File: config.mk
export PLATFORM = sky130hd
export DESIGN_NAME = rtam_top
export DESIGN_NICKNAME = d
export VERILOG_FILES = /design/src/rtam_pkg.sv /design/src/rtam_top.sv
export SDC_FILE = /design/constraint.sdc
export NUM_CORES = 1
export LEC_CHECK = 0
export BUFFER_PORTS_ARGS = -buffer_cell sky130_fd_sc_hd__buf_2
export CAP_MARGIN = 20
export CORE_MARGIN = 5
export CORE_UTILIZATION = 50
export CTS_BUF_LIST = sky130_fd_sc_hd__clkbuf_2 sky130_fd_sc_hd__clkbuf_4 sky130_fd_sc_hd__clkbuf_8
export DETAILED_ROUTE_END_ITERATION = 7
export GPL_TIMING_DRIVEN = 0
export PLACE_DENSITY_LB_ADDON = 0.25
export SYNTH_ARGS = -nofsm -noshare
export SYNTH_HDL_FRONTEND = slang
export SYNTH_SLANG_ARGS = --single-unit
File: constraint.sdc
create_clock -name clk_i -period 6.16 [get_ports clk_i]
set_input_delay 1.232 -clock clk_i [delete_from_list [all_inputs] [get_ports clk_i]]
set_output_delay 1.232 -clock clk_i [all_outputs]
set_load 0.01 [all_outputs]
File: src/rtam_pkg.sv
// package for the alarm-match and interrupt block
package rtam_pkg;
    // register byte addresses
    localparam logic [7:0] ADDR_ALM_SEC   = 8'h00;
    localparam logic [7:0] ADDR_ALM_MIN   = 8'h04;
    localparam logic [7:0] ADDR_ALM_HOUR  = 8'h08;
    localparam logic [7:0] ADDR_ALM_DATE  = 8'h0C;
    localparam logic [7:0] ADDR_ALM_MONTH = 8'h10;
    localparam logic [7:0] ADDR_ALM_WDAY  = 8'h14;
    localparam logic [7:0] ADDR_INT_CTRL  = 8'h18;
    localparam logic [7:0] ADDR_STATUS    = 8'h1C;
    localparam logic [7:0] ADDR_PWR_CTRL  = 8'h20;
    // field positions
    localparam int ALM_EN_BIT     = 7;
    localparam int INT_ALM_EN_BIT = 5;
    localparam int INT_REPEAT_BIT = 7;
    localparam int STAT_FLAG_BIT  = 0;
    localparam int PWR_LEGACY_BIT = 0;
    localparam int PWR_SBI_BIT    = 1;
    // reset values
    localparam logic [7:0] ALM_RST      = 8'h00;
    localparam logic [7:0] INT_CTRL_RST = 8'h00;
    localparam logic [1:0] PWR_RST      = 2'h0;
    // axi responses
    localparam logic [1:0] RESP_OKAY   = 2'h0;
    localparam logic [1:0] RESP_SLVERR = 2'h2;
    // repeat-mode pulse length
    localparam int PULSE_NS     = 500;
    localparam int CLK_NS       = 50;
    localparam int PULSE_CYCLES = (PULSE_NS + CLK_NS - 1) / CLK_NS;

    typedef struct packed {
        logic [7:0] wday;
        logic [7:0] month;
        logic [7:0] date;
        logic [7:0] hour;
        logic [7:0] min;
        logic [7:0] sec;
    } rtam_time_s;
endpackage : rtam_pkg

File: src/rtam_top.sv
// alarm-match, interrupt and backup-mode logic with axi4-lite registers
`timescale 1ns/10ps
// Operation
// - each alarm field: bit 7 enables, low bits hold BCD match value
// - a field with enable clear matches any time value
// - alarm evaluated on each new second tick
// - all enabled fields match: set alarm0_flag, pull irq_freq_out low
// - alarm0_enable at control bit 5 gates every match
// - repeat_pulse_select 0 gives a single event
// - repeat_pulse_select 1 gives a pulse on every match
// - repeat_pulse_select sits at bit 7 of interrupt control
// - repeat mode sets flag each trigger, pulses never need flag clear
// - reset selects standard mode; battery switchover keeps the selected mode
// - standard mode on backup: only timekeeping runs
// - legacy on backup: alarms run; bus works unless serial_bus_inhibit set
module rtam_top
    import rtam_pkg::*;
#(
    parameter int PULSE_LEN = PULSE_CYCLES
)(
    input  wire logic        clk_i,
    input  wire logic        arst_n_i,
    input  wire logic        sec_tick_i,
    input  wire rtam_time_s  time_i,
    input  wire logic        on_backup_i,
    input  wire logic [7:0]  s_axi_awaddr_i,
    input  wire logic        s_axi_awvalid_i,
    output logic             s_axi_awready_o,
    input  wire logic [31:0] s_axi_wdata_i,
    input  wire logic [3:0]  s_axi_wstrb_i,
    input  wire logic        s_axi_wvalid_i,
    output logic             s_axi_wready_o,
    output logic [1:0]       s_axi_bresp_o,
    output logic             s_axi_bvalid_o,
    input  wire logic        s_axi_bready_i,
    input  wire logic [7:0]  s_axi_araddr_i,
    input  wire logic        s_axi_arvalid_i,
    output logic             s_axi_arready_o,
    output logic [31:0]      s_axi_rdata_o,
    output logic [1:0]       s_axi_rresp_o,
    output logic             s_axi_rvalid_o,
    input  wire logic        s_axi_rready_i,
    output logic             irq_freq_out_o,
    output logic             irq_freq_out_oe_o,
    output logic             functions_off_o
);
    rtam_time_s  alarm_r;
    logic [7:0]  int_ctrl_r;
    logic [1:0]  pwr_ctrl_r;
    logic        alarm0_flag_r;
    logic        irq_low_r;
    logic [7:0]  pulse_cnt_r;
    logic        aw_held_r;
    logic        w_held_r;
    logic [7:0]  aw_addr_r;
    logic [31:0] w_data_r;
    logic [3:0]  w_strb_r;

    function automatic logic field_match(input logic [7:0] alm, input logic [7:0] cur);
        field_match = !alm[ALM_EN_BIT] || (alm[6:0] == cur[6:0]);
    endfunction : field_match

    function automatic logic addr_known(input logic [7:0] a);
        addr_known = (a <= ADDR_PWR_CTRL) && (a[1:0] == 2'h0);
    endfunction : addr_known

    logic legacy;
    logic serial_bus_inhibit;
    logic standard_backup;
    logic bus_blocked;
    logic all_match;
    logic alarm_hit;
    logic repeat_mode;
    logic alm_en;
    assign legacy          = pwr_ctrl_r[PWR_LEGACY_BIT];
    assign serial_bus_inhibit             = pwr_ctrl_r[PWR_SBI_BIT];
    assign standard_backup = on_backup_i && !legacy;
    assign bus_blocked     = on_backup_i && (!legacy || serial_bus_inhibit);
    assign functions_off_o = standard_backup;
    assign repeat_mode     = int_ctrl_r[INT_REPEAT_BIT];
    assign alm_en          = int_ctrl_r[INT_ALM_EN_BIT];
    assign all_match = field_match(alarm_r.sec, time_i.sec) && field_match(alarm_r.min, time_i.min)
                    && field_match(alarm_r.hour, time_i.hour) && field_match(alarm_r.date, time_i.date)
                    && field_match(alarm_r.month, time_i.month) && field_match(alarm_r.wday, time_i.wday);
    assign alarm_hit = sec_tick_i && all_match && alm_en && !standard_backup;

    // write channel
    logic do_write;
    logic [7:0] wr_addr;
    logic [31:0] wr_data;
    logic [3:0] wr_strb;
    assign s_axi_awready_o = !aw_held_r && !s_axi_bvalid_o && !bus_blocked;
    assign s_axi_wready_o  = !w_held_r && !s_axi_bvalid_o && !bus_blocked;
    assign wr_addr  = aw_held_r ? aw_addr_r : s_axi_awaddr_i;
    assign wr_data  = w_held_r ? w_data_r : s_axi_wdata_i;
    assign wr_strb  = w_held_r ? w_strb_r : s_axi_wstrb_i;
    assign do_write = (aw_held_r || (s_axi_awvalid_i && s_axi_awready_o))
                   && (w_held_r || (s_axi_wvalid_i && s_axi_wready_o));

    always_ff @(posedge clk_i or negedge arst_n_i)
    begin
        if (!arst_n_i)
        begin
            aw_held_r <= 1'b0;
            w_held_r  <= 1'b0;
            aw_addr_r <= 8'h00;
            w_data_r  <= 32'h0000_0000;
            w_strb_r  <= 4'h0;
        end
        else
        begin
            if (do_write)
            begin
                aw_held_r <= 1'b0;
                w_held_r  <= 1'b0;
            end
            else
            begin
                if (s_axi_awvalid_i && s_axi_awready_o)
                begin
                    aw_held_r <= 1'b1;
                    aw_addr_r <= s_axi_awaddr_i;
                end
                if (s_axi_wvalid_i && s_axi_wready_o)
                begin
                    w_held_r <= 1'b1;
                    w_data_r <= s_axi_wdata_i;
                    w_strb_r <= s_axi_wstrb_i;
                end
            end
        end
    end

    always_ff @(posedge clk_i or negedge arst_n_i)
    begin
        if (!arst_n_i)
        begin
            s_axi_bvalid_o <= 1'b0;
            s_axi_bresp_o  <= RESP_OKAY;
        end
        else if (do_write)
        begin
            s_axi_bvalid_o <= 1'b1;
            s_axi_bresp_o  <= addr_known(wr_addr) ? RESP_OKAY : RESP_SLVERR;
        end
        else if (s_axi_bready_i)
        begin
            s_axi_bvalid_o <= 1'b0;
        end
    end

    logic wr_lane0;
    assign wr_lane0 = do_write && wr_strb[0];

    // alarm field, interrupt control and power control registers
    always_ff @(posedge clk_i or negedge arst_n_i)
    begin
        if (!arst_n_i)
        begin
            alarm_r    <= {6{ALM_RST}};
            int_ctrl_r <= INT_CTRL_RST;
            pwr_ctrl_r <= PWR_RST;
        end
        else if (wr_lane0)
        begin
            case (wr_addr)
                ADDR_ALM_SEC:   alarm_r.sec   <= wr_data[7:0];
                ADDR_ALM_MIN:   alarm_r.min   <= wr_data[7:0];
                ADDR_ALM_HOUR:  alarm_r.hour  <= wr_data[7:0];
                ADDR_ALM_DATE:  alarm_r.date  <= wr_data[7:0];
                ADDR_ALM_MONTH: alarm_r.month <= wr_data[7:0];
                ADDR_ALM_WDAY:  alarm_r.wday  <= wr_data[7:0];
                ADDR_INT_CTRL:  int_ctrl_r    <= wr_data[7:0];
                ADDR_PWR_CTRL:  pwr_ctrl_r    <= wr_data[1:0];
                default:        ;
            endcase
        end
    end

    // flag: write one to clear, a new hit wins
    logic flag_clear;
    assign flag_clear = wr_lane0 && (wr_addr == ADDR_STATUS) && wr_data[STAT_FLAG_BIT];

    always_ff @(posedge clk_i or negedge arst_n_i)
    begin
        if (!arst_n_i)
            alarm0_flag_r <= 1'b0;
        else if (alarm_hit)
            alarm0_flag_r <= 1'b1;
        else if (flag_clear)
            alarm0_flag_r <= 1'b0;
    end

    // pin driver
    always_ff @(posedge clk_i or negedge arst_n_i)
    begin
        if (!arst_n_i)
        begin
            irq_low_r   <= 1'b0;
            pulse_cnt_r <= 8'h00;
        end
        else if (repeat_mode)
        begin
            if (alarm_hit)
            begin
                irq_low_r   <= 1'b1;
                pulse_cnt_r <= 8'(PULSE_LEN - 1);
            end
            else if (pulse_cnt_r != 8'h00)
                pulse_cnt_r <= pulse_cnt_r - 8'h01;
            else
                irq_low_r <= 1'b0;
        end
        else
        begin
            pulse_cnt_r <= 8'h00;
            if (alarm_hit)
                irq_low_r <= 1'b1;
            else if (flag_clear || !alarm0_flag_r)
                irq_low_r <= 1'b0;
        end
    end

    // assertion helper: cycles the pin has stood low since a repeat-mode hit
    logic [7:0] low_len_r;
    always_ff @(posedge clk_i or negedge arst_n_i)
    begin
        if (!arst_n_i)
            low_len_r <= 8'h00;
        else if (repeat_mode && alarm_hit)
            low_len_r <= 8'h01;
        else if (repeat_mode && irq_low_r && low_len_r != 8'h00 && low_len_r != 8'hFF)
            low_len_r <= low_len_r + 8'h01;
        else
            low_len_r <= 8'h00;
    end

    assign irq_freq_out_o    = 1'b0;
    assign irq_freq_out_oe_o = irq_low_r;

    // read channel
    logic [31:0] rd_val;
    always_comb
    begin
        rd_val = 32'h0000_0000;
        case (s_axi_araddr_i)
            ADDR_ALM_SEC:   rd_val[7:0] = alarm_r.sec;
            ADDR_ALM_MIN:   rd_val[7:0] = alarm_r.min;
            ADDR_ALM_HOUR:  rd_val[7:0] = alarm_r.hour;
            ADDR_ALM_DATE:  rd_val[7:0] = alarm_r.date;
            ADDR_ALM_MONTH: rd_val[7:0] = alarm_r.month;
            ADDR_ALM_WDAY:  rd_val[7:0] = alarm_r.wday;
            ADDR_INT_CTRL:  rd_val[7:0] = int_ctrl_r;
            ADDR_STATUS:    rd_val[STAT_FLAG_BIT] = alarm0_flag_r;
            ADDR_PWR_CTRL:  rd_val[1:0] = pwr_ctrl_r;
            default:        rd_val = 32'h0000_0000;
        endcase
    end

    assign s_axi_arready_o = !s_axi_rvalid_o && !bus_blocked;

    always_ff @(posedge clk_i or negedge arst_n_i)
    begin
        if (!arst_n_i)
        begin
            s_axi_rvalid_o <= 1'b0;
            s_axi_rdata_o  <= 32'h0000_0000;
            s_axi_rresp_o  <= RESP_OKAY;
        end
        else if (s_axi_arvalid_i && s_axi_arready_o)
        begin
            s_axi_rvalid_o <= 1'b1;
            s_axi_rdata_o  <= rd_val;
            s_axi_rresp_o  <= addr_known(s_axi_araddr_i) ? RESP_OKAY : RESP_SLVERR;
        end
        else if (s_axi_rready_i)
        begin
            s_axi_rvalid_o <= 1'b0;
        end
    end
endmodule : rtam_top

==> impl_metrics.csv <==
group,metric,value,unit
synth,synth_top_area_cell,"dfrtp_1",
cts,holdBufCountCts,0,
layout,multiInputGateArea,0.00276,mm^2
hold_path,hold_class,"flip-flop to flip-flop",
flow_run,maxCapViolCount,0,
layout,drive_gt1_frac,0.398,
synth,synth_top_area_share,0.457,
timing,finClkSkew,0.0108,ns
critical_path,critPathArrivalTime,2.02,ns
critical_path,cp.required,4.93,ns
synth,ys_seq_area_frac,0.457,
layout,syn2layout_area_growth,17.3,%
floorplanning,fp.dieH,114,um
routing,via_per_inst,5.39,
floorplanning,fp.dieW,114,um
timing,slew_headroom,0.475,
timing,tns,0,ns
routing,wirelength,13.0,mm
synth,synthFlopType,"dfrtp_1",
synth,async_reset_ff_frac,1.00,
cts,cts.clk_slew.worst_paths,0.10,ns
timing,hold_violations,0,
global_route,grt_util_all_layers,0.205,
placed_design,portBuffers,91,
global_route,antenna_found_initial,0,
cts,post-cts-setup-buffers,0,
global_route,overflow,0,
cts,clock_sinks,99,
placed_design,dp.final_hpwl,10.0,mm
synth,synth-edff-count,0,
placed_design,dp.cells,730,
cts,insertion_delay,0.37,ns
global_route,grt_pass1_vias,4061,
pwr,finalPower,1.64,mW
routing,drtPass1Iterations,6,
routing,drtAntennaViolNets,0,
routing,drc,0,
critical_path,path_class,"primary input to output pin",
cts,cts_buffer_depth,2,
critical_path,endpoint_kind,"output pin",
cts,post_cts_resized,0,
floorplanning,ios,153,
pwr,vdd_drop_max,0.163,mV
floorplanning,dieArea,0.0130,mm^2
routing,vias,4019,
layout,fin_util,0.591,
timing,timing.final.crit_share,0.528,
synth,syn_area_per_cell,11.5,um^2
pwr,p_leak,3.03,nW
layout,postLayoutCellArea,0.00635,mm^2
timing,fmaxAchievable,0.308,GHz
layout,final_nets,712,
layout,diodes,0,
floorplanning,placementRows,38,
synth,synthesis.area,0.00542,mm^2
global_route,grt_max_degree,62,
layout,layout_common_cells,"dfrtp_1, buf_2, mux2_2",
routing,drtIter0Drc,245,
outcome,run_status,"completed",
cts,ctsRootBufferMaster,"clkbuf_8",
synth,yosys.cell_types.count,55,
timing,tightest_slew,0.780,ns
routing,avgRoutedWirePerCell,17.5,um
timing,rsz0062_at_grt,"false",
cts,cts_tree,"built",
timing,period_minus_slack,3.25,ns
floorplanning,initial_core_util,0.504,
synth,synthCells,472,
floorplanning,core_area,0.0107,mm^2
layout,seqCellArea,0.00248,mm^2
synth,synth_seq_cells,99,
cts,numCtsBuffers,9,
pwr,p_per_area,259,mW/mm^2
timing,finalSetupViolCount,0,
synth,synthTopCellsByArea,"dfrtp_1, mux2_2, xnor2_1, buf_4, xor2_1",
cts,htree_levels,3,
layout,final_cell_count_no_fill,746,
layout,fill_cells,975,
critical_path,critPathMaxFanout,4,
placed_design,gp_congestion,0.834,
timing,timing.final.max_slew_violations,0,
global_route,grt_pass1_wl,20.8,mm
placed_design,placed_area,0.00617,mm^2
synth,ys_warn_count,0,
critical_path,start_kind,"primary input",
layout,layout_commonest_cell,"dfrtp_1",
state kept, by name, summed over array words and instances (netlist names), 2 cells and up:
signal / cells
pwr_ctrl_r: 2
pulse_cnt_r: 8
s_axi_rdata_o: 8
int_ctrl_r: 8
w_data_r: 8
aw_addr_r: 8
alarm_r: 48
path summary, 6_finish.rpt:
check / endpoint / slack [ns] / cells past startpoint / from
setup / recovery: s_axi_arready_o / 2.91 / 4 / on_backup_i
hold / removal: s_axi_rdata_o[1]$_DFFE_PN0P_ / 0.49 / 2 / s_axi_rdata_o[1]$_DFFE_PN0P_
setup reg to reg: alarm_r[23]$_DFFE_PN0P_ / 3.78 / 7 / aw_held_r$_DFFE_PN0P_
hold reg to reg: s_axi_rdata_o[1]$_DFFE_PN0P_ / 0.49 / 2 / s_axi_rdata_o[1]$_DFFE_PN0P_
max in group asynchronous: s_axi_rdata_o[0]$_DFFE_PN0P_ / 4.63 / 2 / arst_n_i
min in group asynchronous: w_strb_r[0]$_DFFE_PN0P_ / 0.83 / 1 / arst_n_i
kinds of logic after synthesis:
kind of cell    after synthesis  share of synthesized area
compound gates               65                     0.0843
xor+xnor                     47                     0.0760
fa+ha+maj                     2                    0.00462
buf+inv                      43                     0.0504
flops                        99                      0.457
mux                         104                      0.212
other cells                   1                   0.000692
simple gates                111                      0.115
worst max-delay path, cell delays in order:
cell	delay, ns
buf_2	0.13
and2_1	0.17
nor2_1	0.28
buf_2	0.20
layer usage:
layer	global-route usage	part of all wire	wire length, um	up-vias
met5	0	0	0	-
met3	0.0370	0.049	634	14
li1	-	-	-	1911
met2	0.340	0.49	6400	93
met4	0.0618	0.014	186	0
met1	0.275	0.45	5810	2001
area by class of cell:
cell class	count	share of cell area
clock inverters	4	0.00414
multi-input cells	356	0.435
clock buffers	12	0.0240
repair buffers	92	0.0764
inverters	5	0.00295
plain buffers	38	0.0400
well taps	140	0.0276
flip-flops and latches	99	0.390
cell usage after synthesis (all sizes together), types with 3 or more instances:
cell / count
o21ai: 12
a211oi: 4
nand2: 19
nor4: 3
nor2: 33
clkbuf: 7
nor3b: 6
nor3: 7
o41ai: 5
a21oi: 14
o211ai: 3
nor2b: 4
nand2b: 6
nand3: 9
nand4: 9
or3: 4
o22ai: 8
inv: 5
xnor2: 25
mux2: 85
buf: 31
xor2: 22
mux2i: 19
dfrtp: 99
a221oi: 6
report_power, final:
group	internal (mW)	leakage, nW	switching, mW
registers	0.747	1.34	0.0693
clock network	0.167	0.0932	0.223
logic	0.206	1.61	0.231
total	1.12	3.03	0.524
metrics by stage:
stage | hold slack [ns] | worst slack, ns
floorplan | 0.473 | 3.24
global placement | 0.464 | 2.84
detailed placement | 0.469 | 2.88
CTS | 0.489 | 2.92
global route | 0.515 | 2.85
finish | 0.488 | 2.91
Power figures use the tool's default switching activity.
